## config.mk

```make
export PLATFORM = sky130hd
export DESIGN_NAME = dmr_mode_regs
export DESIGN_NICKNAME = d
export VERILOG_FILES = /design/src/rtl/dmr_pkg.sv /design/src/rtl/dmr_cmd_delay.sv /design/src/rtl/dmr_mode_regs.sv
export SDC_FILE = /design/constraint.sdc
export NUM_CORES = 1
export LEC_CHECK = 0
export ABC_AREA = 1
export BUFFER_PORTS_ARGS = -buffer_cell sky130_fd_sc_hd__buf_2
export CAP_MARGIN = 30
export CORE_ASPECT_RATIO = 1.4
export CORE_UTILIZATION = 55
export CTS_CLUSTER_DIAMETER = 200
export DETAILED_ROUTE_END_ITERATION = 8
export GPL_ROUTABILITY_DRIVEN = 0
export PLACE_DENSITY = 0.78
export SETUP_SLACK_MARGIN = 0.3
export SLEW_MARGIN = 20
export SYNTH_ARGS = -nofsm -noshare
export SYNTH_HDL_FRONTEND = slang
export SYNTH_SLANG_ARGS = --single-unit
export TNS_END_PERCENT = 20
```

## constraint.sdc

```tcl
create_clock -name I_CLK -period 3.8 [get_ports I_CLK]
set_input_delay 0.57 -clock I_CLK [delete_from_list [all_inputs] [get_ports I_CLK]]
set_output_delay 0.57 -clock I_CLK [all_outputs]
set_load 0.01 [all_outputs]
```

## src/rtl/dmr_pkg.sv

```systemverilog
// Purpose: Shared constants for the mode register decoder block.
// Assumes: Register offsets are byte addresses on a 32-bit AXI4-Lite bus.
// Notes:   Field positions are address-pin numbers inside the mode register word.
package dmr_pkg;
  // Synchronised pin bundle layout.
  localparam int PIN_W        = 23;
  localparam int PIN_CKE      = 22;
  localparam int PIN_TERM     = 21;
  localparam int PIN_CS_N     = 20;
  localparam int PIN_RAS_N    = 19;
  localparam int PIN_CAS_N    = 18;
  localparam int PIN_WE_N     = 17;
  localparam int PIN_BA_LSB   = 14;
  // Idle pin levels after reset: clock enable high, command pins deselected.
  localparam logic [PIN_W-1:0] PIN_IDLE = 23'h5E0000;
  // Mode register select codes on the bank pins.
  localparam logic [2:0] BA_MR0 = 3'h0;
  localparam logic [2:0] BA_MR1 = 3'h1;
  localparam logic [2:0] BA_MR2 = 3'h2;
  // Mode register one fields, and the register zero DLL reset bit.
  localparam int M1_DLL_OFF   = 0;
  localparam int M1_DRV_LO    = 1;
  localparam int M1_DRV_HI    = 5;
  localparam int M1_TRM_B0    = 2;
  localparam int M1_TRM_B1    = 6;
  localparam int M1_TRM_B2    = 9;
  localparam int M1_AL_LSB    = 3;
  localparam int M1_WLEVEL    = 7;
  localparam int M1_STROBE    = 11;
  localparam int M1_OUT_OFF   = 12;
  localparam int M0_DLL_RST   = 8;
  // Mode register two fields.
  localparam int M2_PARTIAL_ARRAY_REFRESH_LSB  = 0;
  localparam int M2_CWL_LSB   = 3;
  localparam int M2_ASR       = 6;
  localparam int M2_SRT       = 7;
  localparam int M2_RTTWR_LSB = 9;
  localparam logic [4:0] CWL_BASE   = 5'h05;
  localparam logic [4:0] BURST_CLKS = 5'h04;
  // Cycle counts.
  localparam logic [9:0] LOCK_WAIT_CYC = 10'h200;
  localparam int         AL_DEPTH      = 16;
  // Register map.
  localparam logic [7:0] OFF_CTRL   = 8'h00;
  localparam logic [7:0] OFF_MR1    = 8'h04;
  localparam logic [7:0] OFF_MR2    = 8'h08;
  localparam logic [7:0] OFF_STATUS = 8'h0C;
  localparam logic [7:0] OFF_LAT    = 8'h10;
  localparam logic [3:0] RST_CL     = 4'h6;
  localparam logic [1:0] RESP_OK    = 2'h0;
  localparam logic [1:0] RESP_ERR   = 2'h2;
  localparam int         ERR_N      = 6;
endpackage

```

## src/rtl/dmr_cmd_delay.sv

```systemverilog
// Purpose: Holds a command strobe for a programmable number of cycles.
// Assumes: i_delay stays below DEPTH.
// Notes:   A delay of zero passes the strobe straight through.
`timescale 1ns/1ps
`default_nettype none
module dmr_cmd_delay #(
  parameter int DEPTH = 16
) (
  // Clock and reset.
  input  wire logic       i_clk,
  input  wire logic       i_rst,
  // Strobe in and out.
  input  wire logic       i_cmd,
  input  wire logic [3:0] i_delay,
  output logic            o_cmd
);
  logic [DEPTH-1:0] pipe_reg;
  logic [3:0]       tap;

  assign tap   = 4'(i_delay - 4'h1);
  assign o_cmd = (i_delay == 4'h0) ? i_cmd : pipe_reg[tap];

  always_ff @(posedge i_clk) begin
    if (i_rst) begin
      pipe_reg <= '0;
    end else begin
      pipe_reg <= {pipe_reg[DEPTH-2:0], i_cmd};
    end
  end
endmodule
`default_nettype wire

```

## src/rtl/dmr_mode_regs.sv

```systemverilog
// Purpose: Mode register one and two decode with latency, termination and refresh control.
// Assumes: Memory command pins arrive asynchronously and are synchronised here.
// Notes:   Software sets the read column latency and width option; errors are sticky, write one to clear.
`timescale 1ns/1ps
`default_nettype none
// Behaviour
// - DLL drops in self-refresh, returns on exit
// - Write termination needs DLL running
// - Driver impedance from bits one and five
// - Write termination usable without nominal termination
// - Reads and writes held for posted delay
// - Posted delay zero, column minus one, two
// - Bit twelve disconnects data outputs
// - Mode set command pin pattern decode
// - Bit seven selects extended refresh range
// - Bit six enables automatic self-refresh
// - Partial refresh bank selection table
// - Unselected banks lost in self-refresh
// - Write termination encoding
// - Write column latency five to twelve
// - No write termination while leveling
// - Bit seven of register one enables leveling
module dmr_mode_regs
  import dmr_pkg::*;
(
  // Clock and reset.
  input  wire logic        I_CLK,
  input  wire logic        I_RST,
  // Memory command pins.
  input  wire logic        I_CKE,
  input  wire logic        I_TERM,
  input  wire logic        I_CS_N,
  input  wire logic        I_RAS_N,
  input  wire logic        I_CAS_N,
  input  wire logic        I_WE_N,
  input  wire logic [2:0]  I_BA,
  input  wire logic [13:0] I_A,
  // AXI4-Lite slave.
  input  wire logic        I_AWVALID,
  output logic             O_AWREADY,
  input  wire logic [7:0]  I_AWADDR,
  input  wire logic        I_WVALID,
  output logic             O_WREADY,
  input  wire logic [31:0] I_WDATA,
  input  wire logic [3:0]  I_WSTRB,
  output logic             O_BVALID,
  input  wire logic        I_BREADY,
  output logic [1:0]       O_BRESP,
  input  wire logic        I_ARVALID,
  output logic             O_ARREADY,
  input  wire logic [7:0]  I_ARADDR,
  output logic             O_RVALID,
  input  wire logic        I_RREADY,
  output logic [31:0]      O_RDATA,
  output logic [1:0]       O_RRESP,
  // Device controls.
  output logic             O_DLL_ON,
  output logic [1:0]       O_DRV_IMP,
  output logic             O_OUT_DISABLE,
  output logic             O_TERM_STROBE,
  output logic             O_WR_LEVEL,
  output logic             O_TERM_NOM_ON,
  output logic             O_TERM_WR_ON,
  output logic             O_RD_ISSUE,
  output logic             O_WR_ISSUE,
  output logic             O_SELF_REFRESH,
  output logic             O_SR_EXT_RANGE,
  output logic             O_AUTO_SR,
  output logic [7:0]       O_BANK_RETAIN
);
  logic [PIN_W-1:0]  sync1_reg, sync2_reg;
  logic [13:0]       mr1_reg, mr2_reg;
  logic              cke_prev_reg, sr_reg, locked_reg;
  logic [9:0]        lock_cnt_reg;
  logic [4:0]        wr_win_reg;
  logic [3:0]        cl_reg;
  logic              x16_reg;
  logic [ERR_N-1:0]  err_reg, err_set, err_next, err_clr;
  logic              awready_reg, wready_reg, bvalid_reg, arready_reg, rvalid_reg;
  logic [7:0]        awaddr_reg;
  logic [31:0]       wdata_reg, rdata_reg;
  logic [3:0]        wstrb_reg;
  logic [1:0]        bresp_reg, rresp_reg;

  // Command decode on the synchronised pins.
  wire        cke     = sync2_reg[PIN_CKE];
  wire        term    = sync2_reg[PIN_TERM];
  wire        cs      = !sync2_reg[PIN_CS_N];
  wire        ras     = !sync2_reg[PIN_RAS_N];
  wire        cas     = !sync2_reg[PIN_CAS_N];
  wire        we      = !sync2_reg[PIN_WE_N];
  wire [2:0]  ba      = sync2_reg[PIN_BA_LSB +: 3];
  wire [13:0] addr    = sync2_reg[13:0];
  wire        cmd_mrs = cs & ras & cas & we;
  wire        cmd_ref = cs & ras & cas & !we;
  wire        cmd_rd  = cs & !ras & cas & !we;
  wire        cmd_wr  = cs & !ras & cas & we;
  wire        set_mr1 = cmd_mrs & (ba == BA_MR1);
  wire        set_mr2 = cmd_mrs & (ba == BA_MR2);
  wire        dll_rst = cmd_mrs & (ba == BA_MR0) & addr[M0_DLL_RST];
  wire        sr_entry = cmd_ref & cke_prev_reg & !cke;
  wire        sr_exit  = sr_reg & cke;
  wire        dll_on   = !mr1_reg[M1_DLL_OFF] & !sr_reg;
  wire        lock_run = dll_on & !locked_reg;

  wire [1:0]  al_code  = mr1_reg[M1_AL_LSB +: 2];
  wire [3:0]  al_val   = (al_code == 2'h1) ? 4'(cl_reg - 4'h1) :
                         (al_code == 2'h2) ? 4'(cl_reg - 4'h2) : 4'h0;
  wire [4:0]  write_column_latency      = 5'(CWL_BASE + {2'h0, mr2_reg[M2_CWL_LSB +: 3]});
  wire [4:0]  read_lat  = 5'({1'b0, al_val} + {1'b0, cl_reg});
  wire [4:0]  write_lat = 5'({1'b0, al_val} + write_column_latency);
  wire [2:0]  rtt_nom   = {mr1_reg[M1_TRM_B2], mr1_reg[M1_TRM_B1], mr1_reg[M1_TRM_B0]};
  wire [1:0]  rtt_wr    = mr2_reg[M2_RTTWR_LSB +: 2];
  // write termination needs DLL and no leveling
  wire        dyn_ok    = (rtt_wr != 2'h0) & dll_on & !mr1_reg[M1_WLEVEL];
  wire        wr_window = (wr_win_reg != 5'h0);
  wire        rd_int, wr_int;

  wire [2:0]  partial_array_refresh = mr2_reg[M2_PARTIAL_ARRAY_REFRESH_LSB +: 3];
  wire [7:0]  partial_array_refresh_mask = (partial_array_refresh == 3'h0) ? 8'hFF : (partial_array_refresh == 3'h1) ? 8'h0F :
                          (partial_array_refresh == 3'h2) ? 8'h03 : (partial_array_refresh == 3'h3) ? 8'h01 :
                          (partial_array_refresh == 3'h4) ? 8'hFC : (partial_array_refresh == 3'h5) ? 8'hF0 :
                          (partial_array_refresh == 3'h6) ? 8'hC0 : 8'h80;

  dmr_cmd_delay #(.DEPTH(AL_DEPTH)) u_rd_delay (
    .i_clk   (I_CLK),
    .i_rst   (I_RST),
    .i_cmd   (cmd_rd),
    .i_delay (al_val),
    .o_cmd   (rd_int)
  );
  dmr_cmd_delay #(.DEPTH(AL_DEPTH)) u_wr_delay (
    .i_clk   (I_CLK),
    .i_rst   (I_RST),
    .i_cmd   (cmd_wr),
    .i_delay (al_val),
    .o_cmd   (wr_int)
  );

  assign err_set = {
    (al_code == 2'h3) | (rtt_wr == 2'h3) | (rtt_nom[2:1] == 2'h3),
    x16_reg & mr1_reg[M1_STROBE],
    mr1_reg[M1_DLL_OFF] & (rtt_wr != 2'h0),
    mr1_reg[M1_DLL_OFF] & term & (rtt_nom != 3'h0),
    lock_run & !cke,
    lock_run & cmd_rd
  };
  wire wr_do = !awready_reg & !wready_reg & !bvalid_reg;
  wire wr_ok = (awaddr_reg == OFF_CTRL) | (awaddr_reg == OFF_STATUS);
  assign err_clr  = (wr_do & (awaddr_reg == OFF_STATUS) & wstrb_reg[1]) ? wdata_reg[8 +: ERR_N] : '0;
  // Set wins over a clear in the same cycle.
  assign err_next = (err_reg & ~err_clr) | err_set;

  wire [31:0] rd_mux =
    (I_ARADDR == OFF_CTRL)   ? {27'h0, x16_reg, cl_reg} :
    (I_ARADDR == OFF_MR1)    ? {18'h0, mr1_reg} :
    (I_ARADDR == OFF_MR2)    ? {18'h0, mr2_reg} :
    (I_ARADDR == OFF_STATUS) ? {18'h0, err_reg, 5'h0, sr_reg, locked_reg, dll_on} :
    (I_ARADDR == OFF_LAT)    ? {19'h0, write_lat, 3'h0, read_lat} : 32'h0;
  wire rd_ok = (I_ARADDR == OFF_CTRL) | (I_ARADDR == OFF_MR1) | (I_ARADDR == OFF_MR2) |
               (I_ARADDR == OFF_STATUS) | (I_ARADDR == OFF_LAT);

  // The pins are asynchronous to this clock, so two stages come first.
  always_ff @(posedge I_CLK) begin
    if (I_RST) begin
      sync1_reg <= PIN_IDLE;
      sync2_reg <= PIN_IDLE;
    end else begin
      sync1_reg <= {I_CKE, I_TERM, I_CS_N, I_RAS_N, I_CAS_N, I_WE_N, I_BA, I_A};
      sync2_reg <= sync1_reg;
    end
  end

  always_ff @(posedge I_CLK) begin
    if (I_RST) begin
      mr1_reg <= '0;
      mr2_reg <= '0;
    end else begin
      if (set_mr1) begin
        mr1_reg <= addr;
      end
      if (set_mr2) begin
        mr2_reg <= addr;
      end
    end
  end

  // self-refresh state and lock wait counter
  always_ff @(posedge I_CLK) begin
    if (I_RST) begin
      cke_prev_reg <= 1'b0;
      sr_reg       <= 1'b0;
      lock_cnt_reg <= '0;
      locked_reg   <= 1'b0;
    end else begin
      cke_prev_reg <= cke;
      sr_reg       <= sr_entry | (sr_reg & !sr_exit);
      if (dll_rst | sr_exit) begin
        lock_cnt_reg <= '0;
        locked_reg   <= 1'b0;
      end else if (lock_run) begin
        lock_cnt_reg <= 10'(lock_cnt_reg + 10'h1);
        locked_reg   <= (lock_cnt_reg == 10'(LOCK_WAIT_CYC - 10'h1));
      end
    end
  end

  // write window covers column latency and the burst
  always_ff @(posedge I_CLK) begin
    if (I_RST) begin
      wr_win_reg <= '0;
    end else if (wr_int) begin
      wr_win_reg <= 5'(write_column_latency + BURST_CLKS);
    end else if (wr_window) begin
      wr_win_reg <= 5'(wr_win_reg - 5'h1);
    end
  end

  // Registered device controls.
  always_ff @(posedge I_CLK) begin
    if (I_RST) begin
      O_DLL_ON       <= 1'b0;
      O_DRV_IMP      <= '0;
      O_OUT_DISABLE  <= 1'b0;
      O_TERM_STROBE  <= 1'b0;
      O_WR_LEVEL     <= 1'b0;
      O_TERM_NOM_ON  <= 1'b0;
      O_TERM_WR_ON   <= 1'b0;
      O_RD_ISSUE     <= 1'b0;
      O_WR_ISSUE     <= 1'b0;
      O_SELF_REFRESH <= 1'b0;
      O_SR_EXT_RANGE <= 1'b0;
      O_AUTO_SR      <= 1'b0;
      O_BANK_RETAIN  <= 8'hFF;
    end else begin
      O_DLL_ON       <= dll_on;
      O_DRV_IMP      <= {mr1_reg[M1_DRV_HI], mr1_reg[M1_DRV_LO]};
      O_OUT_DISABLE  <= mr1_reg[M1_OUT_OFF];
      O_TERM_STROBE  <= mr1_reg[M1_STROBE] & !x16_reg;
      O_WR_LEVEL     <= mr1_reg[M1_WLEVEL];
      O_TERM_NOM_ON  <= term & (rtt_nom != 3'h0) & !(dyn_ok & wr_window);
      O_TERM_WR_ON   <= term & dyn_ok & wr_window;
      O_RD_ISSUE     <= rd_int;
      O_WR_ISSUE     <= wr_int;
      O_SELF_REFRESH <= sr_reg;
      O_SR_EXT_RANGE <= mr2_reg[M2_SRT];
      O_AUTO_SR      <= mr2_reg[M2_ASR];
      // banks outside the mask lose data
      O_BANK_RETAIN  <= sr_reg ? partial_array_refresh_mask : 8'hFF;
    end
  end

  // AXI4-Lite write path: address and data taken in either order.
  always_ff @(posedge I_CLK) begin
    if (I_RST) begin
      awready_reg <= 1'b1;
      wready_reg  <= 1'b1;
      bvalid_reg  <= 1'b0;
      bresp_reg   <= RESP_OK;
      awaddr_reg  <= '0;
      wdata_reg   <= '0;
      wstrb_reg   <= '0;
      cl_reg      <= RST_CL;
      x16_reg     <= 1'b0;
      err_reg     <= '0;
    end else begin
      err_reg <= err_next;
      if (I_AWVALID & awready_reg) begin
        awaddr_reg  <= I_AWADDR;
        awready_reg <= 1'b0;
      end
      if (I_WVALID & wready_reg) begin
        wdata_reg  <= I_WDATA;
        wstrb_reg  <= I_WSTRB;
        wready_reg <= 1'b0;
      end
      if (wr_do) begin
        bvalid_reg <= 1'b1;
        bresp_reg  <= wr_ok ? RESP_OK : RESP_ERR;
        if ((awaddr_reg == OFF_CTRL) & wstrb_reg[0]) begin
          cl_reg  <= wdata_reg[3:0];
          x16_reg <= wdata_reg[4];
        end
      end
      if (bvalid_reg & I_BREADY) begin
        bvalid_reg  <= 1'b0;
        awready_reg <= 1'b1;
        wready_reg  <= 1'b1;
      end
    end
  end

  // AXI4-Lite read path: data one cycle after the address is taken.
  always_ff @(posedge I_CLK) begin
    if (I_RST) begin
      arready_reg <= 1'b1;
      rvalid_reg  <= 1'b0;
      rdata_reg   <= '0;
      rresp_reg   <= RESP_OK;
    end else if (I_ARVALID & arready_reg) begin
      arready_reg <= 1'b0;
      rvalid_reg  <= 1'b1;
      rdata_reg   <= rd_mux;
      rresp_reg   <= rd_ok ? RESP_OK : RESP_ERR;
    end else if (rvalid_reg & I_RREADY) begin
      arready_reg <= 1'b1;
      rvalid_reg  <= 1'b0;
    end
  end

  assign O_AWREADY = awready_reg;
  assign O_WREADY  = wready_reg;
  assign O_BVALID  = bvalid_reg;
  assign O_BRESP   = bresp_reg;
  assign O_ARREADY = arready_reg;
  assign O_RVALID  = rvalid_reg;
  assign O_RDATA   = rdata_reg;
  assign O_RRESP   = rresp_reg;

  mr1_capture_a: assert property (@(posedge I_CLK) disable iff (I_RST)
    set_mr1 |=> (mr1_reg == $past(addr))) else $error("register one not captured");
  mr2_capture_a: assert property (@(posedge I_CLK) disable iff (I_RST)
    set_mr2 |=> (mr2_reg == $past(addr))) else $error("register two not captured");
  dll_sr_off_a: assert property (@(posedge I_CLK) disable iff (I_RST)
    sr_entry |=> ##1 !O_DLL_ON) else $error("DLL stayed on in self-refresh");
  dll_sr_back_a: assert property (@(posedge I_CLK) disable iff (I_RST)
    (sr_exit & !mr1_reg[M1_DLL_OFF] & !set_mr1) |=> ##1 O_DLL_ON) else $error("DLL not back after exit");
  lock_read_a: assert property (@(posedge I_CLK) disable iff (I_RST)
    (lock_run & cmd_rd) |=> err_reg[0]) else $error("early read not flagged");
  posted_zero_a: assert property (@(posedge I_CLK) disable iff (I_RST)
    (cmd_rd & (al_val == 4'h0)) |=> O_RD_ISSUE) else $error("read not issued at zero delay");
  read_sum_a: assert property (@(posedge I_CLK) disable iff (I_RST)
    (al_code == 2'h1) |-> (read_lat == 5'({cl_reg, 1'b0} - 5'h01))) else $error("read latency sum wrong");
  cwl_min_a: assert property (@(posedge I_CLK) disable iff (I_RST)
    (mr2_reg[5:3] == 3'h0) |-> (write_column_latency == 5'h05)) else $error("write column latency base wrong");
  partial_array_refresh_eighth_a: assert property (@(posedge I_CLK) disable iff (I_RST)
    (sr_reg & (partial_array_refresh == 3'h7)) |=> (O_BANK_RETAIN == 8'h80)) else $error("bank seven mask wrong");
  level_no_dyn_a: assert property (@(posedge I_CLK) disable iff (I_RST)
    mr1_reg[M1_WLEVEL] |=> !O_TERM_WR_ON) else $error("write termination during leveling");
  out_off_a: assert property (@(posedge I_CLK) disable iff (I_RST)
    $rose(mr1_reg[M1_OUT_OFF]) |=> O_OUT_DISABLE) else $error("outputs not disconnected");
endmodule
`default_nettype wire

```

==> metrics.yaml, run 1 <==
holdPathStages: 2
synthesis.area_um2: 7890
ys_ff_latch: 196
ant_nets: 0
setup.worst_path.class: "register to register"
die-area_um2: 14800
cts_resized: 0
power.leakage_nw: 4.04
layout_commonest_cell: "dfxtp_1"
status: "finished, final reports clean"
power_density_nw_per_um2: 474
dpl.hpwl_um: 12100
rsz0062_at_grt: "no"
clk_path_buf_depth: 2
drtPass1Iterations: 5
nets: 1210
async_reset_ff_share_pct: 0
synth-edff-count: 0
slew_headroom_pct: 50.5
critical_path.startpoint_type: "register"
cts.htree.levels: 4
layout_common_cells: "dfxtp_1 (196), nor2_1 (172), inv_1 (156)"
crit_arrival_ns: 3.24
holdBufCountCts: 0
startpoint: "cl_reg[0]"
clk_latency_ns: 0.43
drc: 0
wire_per_inst_um: 13.1
clkTransAtPathRegs_ns: 0.07
grt_pass1_wl_um: 27300
max-cap-violations: 0
die_h_um: 144
layout_worst_path_cycle_share_pct: 76.8
slew_violations: 0
wl_um: 17100
final-setup-viol-count: 0
yosysTopAreaCell: "dfxtp_1"
io_buffers: 100
antenna_found_initial: 0
netlist-cell-type-count: 43
grt_overflow: 0
synth_flop_cell: "dfxtp_1"
drive_above_1_share_pct: 14.8
path_max_fanout: 11
synth_top_area_share_pct: 49.7
tns_ns: 0
hold_viol: 0
final_util_pct: 64.5
avgSynthCellArea_um2: 7.72
diodes: 0
pin_count: 144
max-vdd-ir-drop_v: 0.000254
crit_required_ns: 4.12
timing.rr.start: "cl_reg[0]"
fin_cells: 1306
area_growth_pct: 14.3
power_mw: 4.27
core_area_um2: 14000
cts_tree: "yes"
synthCells: 1022
placedInstanceArea_um2: 8430
fin_ws_ns: 0.882
fin_skew_ns: 0.0137
cts_buffers: 17
rows: 51
grt_usage_pct: 24.0
reg2reg_depth: 17
cts_setup_buffers: 0
pre_cts_ws_ns: 0.919
via_per_inst: 5.06
crit_path_end_kind: "register"
grt_max_degree: 86
tightestPinTransition_ns: 0.737
min_from: "I_CS_N"
die_w_um: 103
first_iter_violations: 311
root_buffer: "clkbuf_16"
start_util_pct: 56.5
ys_warn_count: 0
clock.fmax_ghz: 0.343
fin_area_um2: 9010
clock_sinks: 196
synth.yosys.seq_area_share_pct: 49.7
period_needed_ns: 2.92
whs_ns: 0.327
holdCritPathClass: "input port to register"
dp_cells: 1275
grt_pass1_vias: 5940
yosys-top-cells-area: "dfxtp_1 (50%), nor2_1 (8.2%), inv_1 (7.4%), nand2_1 (5.8%), a21oi_1 (4.8%)"
vias: 6614
worst paths after layout:
path / slack [ns] / end
setup / recovery: 0.88 / wr_win_reg[2]
hold reg to reg: 0.40 / sync2_reg[3]
setup reg to reg: 0.88 / wr_win_reg[2]
hold / removal: 0.33 / sync1_reg[20]
routing by layer:
metal,track usage (%),vias up,share of wire (%)
li1,-,3382,-
met1,28.7,2989,43
met2,41.5,206,49
met3,4.67,37,4.7
met4,10.3,0,3.0
met5,0,-,0
cell families (layout without fill, tap and decap cells):
group	count (synthesis)	after routing	share of synthesized area, %
adder cells (fa/ha/maj)	19	19	3.20
other	1	20	0.0475
AND/OR/NAND/NOR	397	397	21.5
AO/OA/AOI/OAI	184	184	12.9
flip-flops	196	196	49.7
buffers and inverters	215	295	11.4
XOR/XNOR	7	7	0.777
multiplexers	3	3	0.381
where the power goes:
| group | internal (mW) | leakage, nW | switching (mW) | total (mW) |
|---|---|---|---|---|
| Combinational | 0.135 | 2.16 | 0.209 | 0.344 |
| Sequential | 2.13 | 1.60 | 0.0417 | 2.17 |
| Clock | 0.946 | 0.283 | 0.809 | 1.75 |
synth_stat cells, types with 3 or more instances:
| library cell | n |
|---|---|
| a211oi_1 | 4 |
| a21oi_1 | 75 |
| a31oi_1 | 4 |
| buf_1 | 3 |
| buf_4 | 23 |
| clkbuf_1 | 25 |
| dfxtp_1 | 196 |
| ha_1 | 17 |
| inv_1 | 156 |
| inv_2 | 5 |
| mux2i_1 | 3 |
| nand2_1 | 121 |
| nand3_1 | 59 |
| nand4_1 | 6 |
| nor2_1 | 172 |
| nor2_2 | 4 |
| nor3_1 | 10 |
| nor3_2 | 3 |
| o2111ai_1 | 3 |
| o211ai_1 | 7 |
| o21ai_0 | 71 |
| o22ai_1 | 7 |
| o311ai_0 | 3 |
| or2_2 | 13 |
| xnor2_1 | 3 |
| xor2_1 | 4 |
critical path: stages, from the launching register on:
cell and delay (ns):
dfxtp_1 0.45, inv_1 0.12, ha_1 0.30, inv_1 0.05
nand3_1 0.06, nand2_1 0.20, inv_1 0.14, ha_1 0.37
inv_1 0.30, nand3_1 0.13, nand3_1 0.10, nand3_1 0.11
nand2_1 0.10, nand2_2 0.08, nand2_4 0.09, nand2_1 0.05
o21ai_0 0.09, nor2_1 0.05
area by class of cell:
class                      instances  area, um2
fill                            1215       4960
sequential                       196       3920
multi-input combinational        630       3130
inverter                         161        604
timing repair buffer             103        538
clock buffer                      19        443
tap                              185        231
clock inverter                    12        140
Power figures use the tool's default switching activity.
==> inputs of run 2 (changes only) <==
==> constraint.sdc (replaced) <==
create_clock -name I_CLK -period 2.85 [get_ports I_CLK]
set_input_delay 0.4275 -clock I_CLK [delete_from_list [all_inputs] [get_ports I_CLK]]
set_output_delay 0.4275 -clock I_CLK [all_outputs]
set_load 0.01 [all_outputs]
==> run 2 against run 1 <==
  * Core utilization up 1.0 points
  * Critical path depth is 1 lower
  * Setup slack worse by 0.37 ns
  * Largest cell class unchanged
  * Clock power rose by 33%
  * Maximum frequency up 25%
  * Hold slack worse by 0.15 ns
  * Largest power group unchanged
==> metrics.yaml, run 2 (synthesized netlist as in run 1, its figures left out) <==
cts_buffers: 17
drc: 0
fill_cells: 1210
final-setup-viol-count: 0
wire_per_inst_um: 13.4
slew_violations: 0
power_mw: 5.70
wl_um: 17600
slew_headroom_pct: 52.2
crit_arrival_ns: 2.67
holdBufCountCts: 0
grt_max_degree: 74
grt_overflow: 0
nets: 1222
layout_worst_path_cycle_share_pct: 82.2
antenna_found_initial: 0
period_needed_ns: 2.34
power.leakage_nw: 4.10
setup.worst_path.class: "register to register"
root_buffer: "clkbuf_16"
rows: 51
io_buffers: 100
status: "finished, final reports clean"
ant_nets: 0
die-area_um2: 14800
dp_cells: 1285
drive_above_1_share_pct: 16.9
clkTransAtPathRegs_ns: 0.07
grtUsageMet2_pct: 42.0
via_per_inst: 5.11
whs_ns: 0.175
clock.fmax_ghz: 0.427
fin_skew_ns: 0.00801
diodes: 0
layout_common_cells: "dfxtp_1 (193), nor2_1 (171), inv_1 (153)"
gr-max-usage-layer: "met2"
drtPass1Iterations: 6
cts.htree.levels: 4
clk_latency_ns: 0.44
first_iter_violations: 416
start_util_pct: 56.5
max-vdd-ir-drop_v: 0.000376
layout_commonest_cell: "dfxtp_1"
seq_area_um2: 3930
dpl.hpwl_um: 12500
multiInputGateArea_um2: 3190
area_growth_pct: 16.1
die_h_um: 144
max-cap-violations: 0
gr-usage-met3_pct: 4.96
final_util_pct: 65.6
path_max_fanout: 6
hold_viol: 0
grt_pass1_vias: 6200
die_w_um: 103
crit_path_end_kind: "register"
clock_sinks: 196
cts_tree: "yes"
crit_required_ns: 3.18
critical_path.startpoint_type: "register"
grt_use_met1_pct: 28.9
rsz0062_at_grt: "yes"
core_area_um2: 14000
vias: 6744
clk_path_buf_depth: 2
grt_pass1_wl_um: 28100
holdCritPathClass: "input port to register"
tns_ns: 0
power_density_nw_per_um2: 622
pin_count: 144
grt_usage_pct: 24.7
tightestPinTransition_ns: 0.708
fin_cells: 1319
run 2: cell types whose count changed in the layout (fill, tap and decap cells not counted), moves of 3 or more:
cell | previous run | this run
buf_4 | 3 | 14
clkinv_8 | 1 | 4
dfxtp_1 | 196 | 193
inv_1 | 156 | 153
inv_2 | 5 | 8
nand2_1 | 121 | 118
nand2_2 | 2 | 5
run 2: layer usage:
metal,vias to the layer above,share of wire [%]
li1,3414,-
met1,3052,42
met2,225,49
met3,53,5.5
met4,0,4.3
met5,-,0
run 2: worst max-delay path: stages (launching register included):
cell,delay (ns)
dfxtp_2,0.36
inv_2,0.09
ha_1,0.28
inv_1,0.05
nand3_1,0.06
nand2_1,0.09
inv_1,0.10
ha_1,0.31
buf_4,0.16
nand3_1,0.08
nand3_1,0.08
nand3_1,0.10
nand2_1,0.07
nand2_2,0.10
nand2_4,0.08
o21ai_2,0.14
nor2_1,0.06
run 2: per-stage QoR:
step	setup slack, ns	instance area (um2)
after CTS	0.319	9090
after global routing	0.264	9160
after global placement	0.372	8510
after detailed placement	0.339	8510
final	0.507	9160
after floorplan	0.387	7960
run 2: repair_timing:
item | in CTS | in global routing
endpoints found under the setup margin | 0 | 13
buffers inserted | 0 | 1
gates resized for setup | 0 | 17
endpoints found under the hold margin | 0 | 0
run 2: power by group:
| group | total, mW | switching, mW | internal [mW] |
|---|---|---|---|
| registers | 2.89 | 0.0571 | 2.84 |
| logic | 0.476 | 0.288 | 0.189 |
| clock network | 2.33 | 1.15 | 1.19 |
run 2: final timing paths:
path / cells past startpoint / end / start / slack (ns)
worst max-delay path: 16 / wr_win_reg[2] / cl_reg[1] / 0.51
worst min-delay path: 2 / sync1_reg[22] / I_CKE / 0.17
worst max register to register: 16 / wr_win_reg[2] / cl_reg[1] / 0.51
worst min register to register: 2 / sync2_reg[2] / sync1_reg[2] / 0.40
run 2: layout make-up:
cell class                      count  share of cell area (%)
Timing Repair Buffer              114                    6.77
Tap cell                          185                    2.53
Sequential cell                   196                    42.9
Clock buffer                       18                    4.79
Inverter                          161                    6.60
Multi-Input combinational cell    631                    34.8
Clock inverter                     14                    1.61
==> inputs of run 3 (changes only) <==
--- a/config.mk
+++ b/config.mk
@@ -9,11 +9,11 @@
 export BUFFER_PORTS_ARGS = -buffer_cell sky130_fd_sc_hd__buf_2
 export CAP_MARGIN = 30
 export CORE_ASPECT_RATIO = 1.4
-export CORE_UTILIZATION = 55
+export CORE_UTILIZATION = 50
 export CTS_CLUSTER_DIAMETER = 200
 export DETAILED_ROUTE_END_ITERATION = 8
 export GPL_ROUTABILITY_DRIVEN = 0
-export PLACE_DENSITY = 0.78
+export PLACE_DENSITY = 0.75
 export SETUP_SLACK_MARGIN = 0.3
 export SLEW_MARGIN = 20
 export SYNTH_ARGS = -nofsm -noshare
==> constraint.sdc (replaced) <==
create_clock -name I_CLK -period 2.1 [get_ports I_CLK]
set_input_delay 0.315 -clock I_CLK [delete_from_list [all_inputs] [get_ports I_CLK]]
set_output_delay 0.315 -clock I_CLK [all_outputs]
set_load 0.01 [all_outputs]
==> run 3 against run 2 <==
  * The run now ends with setup timing left
  * Final cell count grew 4.1%
  * Routed wire length rose by 8.2%
  * Combinational power rose by 43%
  * Setup slack worse by 0.57 ns
  * Non-clock buffer count up 44
  * Critical path depth shrank 3
  * Sequential cell count unchanged
  * First-iteration DRC count increased by 3.6%
  * Sequential power increased by 36%
  * Die area is 9.8% higher
  * Critical endpoint is now O_RDATA[11]
  * Largest cell class unchanged
  * Highest routed layer unchanged
==> metrics.yaml, run 3 (synthesized netlist as in run 1, its figures left out) <==
die-area_um2: 16300
placedInstanceArea_um2: 8930
fin_area_um2: 9880
status: "complete, but fails checks"
holdPathStages: 2
crit_arrival_ns: 2.45
slew_violations: 0
grt_overflow: 0
clk_path_buf_depth: 2
cts_buffers: 17
die_h_um: 151
first_iter_violations: 431
critical_path.startpoint_type: "register"
cts.htree.levels: 4
area_growth_pct: 25.3
clk_latency_ns: 0.43
pre_cts_ws_ns: -0.126
layout_commonest_cell: "dfxtp_1"
via_per_inst: 5.05
drive_above_1_share_pct: 26.2
pin_count: 144
clock_sinks: 196
drtPass1Iterations: 5
crit_required_ns: 2.40
p_sw_mw: 2.02
antenna_found_initial: 0
io_buffers: 100
period_needed_ns: 2.16
path_max_fanout: 4
fin_ws_ns: -0.0586
core_area_um2: 15500
crit_path_end_kind: "register"
power_density_nw_per_um2: 792
clock.fmax_ghz: 0.463
vias: 6930
seq_power_share_pct: 50.1
seq_area_um2: 3940
fill_cells: 1324
diodes: 0
power.leakage_nw: 4.36
layout_worst_path_cycle_share_pct: 103
pwr-share-clk_pct: 41.2
p_sw_share_pct: 25.8
nets: 1265
layout_common_cells: "dfxtp_1 (191), nor2_1 (164), inv_1 (146)"
reg2reg_depth: 13
rows: 54
max-cap-violations: 0
tightestPinTransition_ns: 0.739
start_util_pct: 51.0
max-vdd-ir-drop_v: 0.000523
combPwrFrac_pct: 8.7
rsz0062_at_grt: "yes"
cts_tree: "yes"
ant_nets: 0
root_buffer: "clkbuf_16"
hold_viol: 0
dpl.hpwl_um: 13400
multiInputGateArea_um2: 3520
final-setup-viol-count: 4
clkTransAtPathRegs_ns: 0.08
holdCritPathClass: "input port to register"
grt_pass1_vias: 6776
slew_headroom_pct: 50.1
wl_um: 19100
grt_max_degree: 63
grt_pass1_wl_um: 30700
fin_skew_ns: 0.0113
wire_per_inst_um: 13.9
power.internal_mw: 5.81
holdBufCountCts: 0
setup.worst_path.class: "register to register"
grt_usage_pct: 24.4
violations: "setup timing"
drc: 0
die_w_um: 108
==> run 3: critical path, cell delays in order, from the launching register on <==
cell	delay, ns
dfxtp_2	0.36
inv_4	0.06
ha_4	0.26
inv_2	0.03
nand3_2	0.07
nand2_4	0.06
buf_4	0.14
ha_1	0.32
a31oi_1	0.12
or2_2	0.30
nand3_2	0.07
nand3_2	0.07
o311ai_2	0.07
a21oi_1	0.10
==> run 3: routing by layer <==
metal / routed length (um) / up-vias / global-route usage [%]
met2: 9930 / 201 / 43.1
met4: 1010 / 0 / 16.6
met5: 0 / - / 0
li1: - / 3489 / -
met3: 724 / 60 / 4.29
met1: 7410 / 3180 / 26.2
==> run 3: power by group through the flow <==
stage	registers (mW)	logic (mW)	clock network, mW
3_3_place_gp	4.00	0.620	0
2_1_floorplan	4.00	0.476	0
4_1_cts	3.92	0.652	3.27
3_5_place_dp	4.01	0.636	0
6_report	3.92	0.680	3.22
5_1_grt	3.94	0.773	3.42
==> run 3: worst paths after layout <==
| check | startpoint | endpoint | slack (ns) |
|---|---|---|---|
| min | I_RAS_N | sync1_reg[19] | 0.06 |
| max | cl_reg[1] | O_RDATA[11] | -0.06 |
| max reg2reg | cl_reg[1] | O_RDATA[11] | -0.06 |
| min reg2reg | sync1_reg[3] | sync2_reg[3] | 0.40 |
==> run 3: metrics by stage <==
step | util [%] | hold WS, ns | power (mW) | setup TNS, ns | instances
CTS | 62.8 | 0.0433 | 7.84 | -0.0607 | 1373
detailed placement | 57.7 | 0.394 | 4.64 | -0.721 | 1338
global route | 63.9 | 0.0513 | 8.13 | -1.06 | 1373
finish | 63.9 | 0.0607 | 7.83 | -0.172 | 1373
floorplan | - | 0.388 | 4.47 | -0.0598 | 1041
global placement | 57.7 | 0.389 | 4.62 | -0.484 | 1338
==> run 3: area by class of cell <==
class                           instances  share of cell area [%]
Sequential cell                       196                    39.8
Multi-Input combinational cell        630                    35.6
Timing Repair Buffer                  158                    9.77
Inverter                              161                    6.32
Clock buffer                           17                    4.30
Tap cell                              196                    2.48
Clock inverter                         15                    1.66
==> run 3: repair_timing <==
| action | in CTS | in global routing |
|---|---|---|
| setup endpoints to repair | 18 | 36 |
| pin swaps | 34 | 38 |
| buffers inserted | 3 | 0 |
| gates resized for setup | 43 | 51 |
| cloned | 0 | 0 |
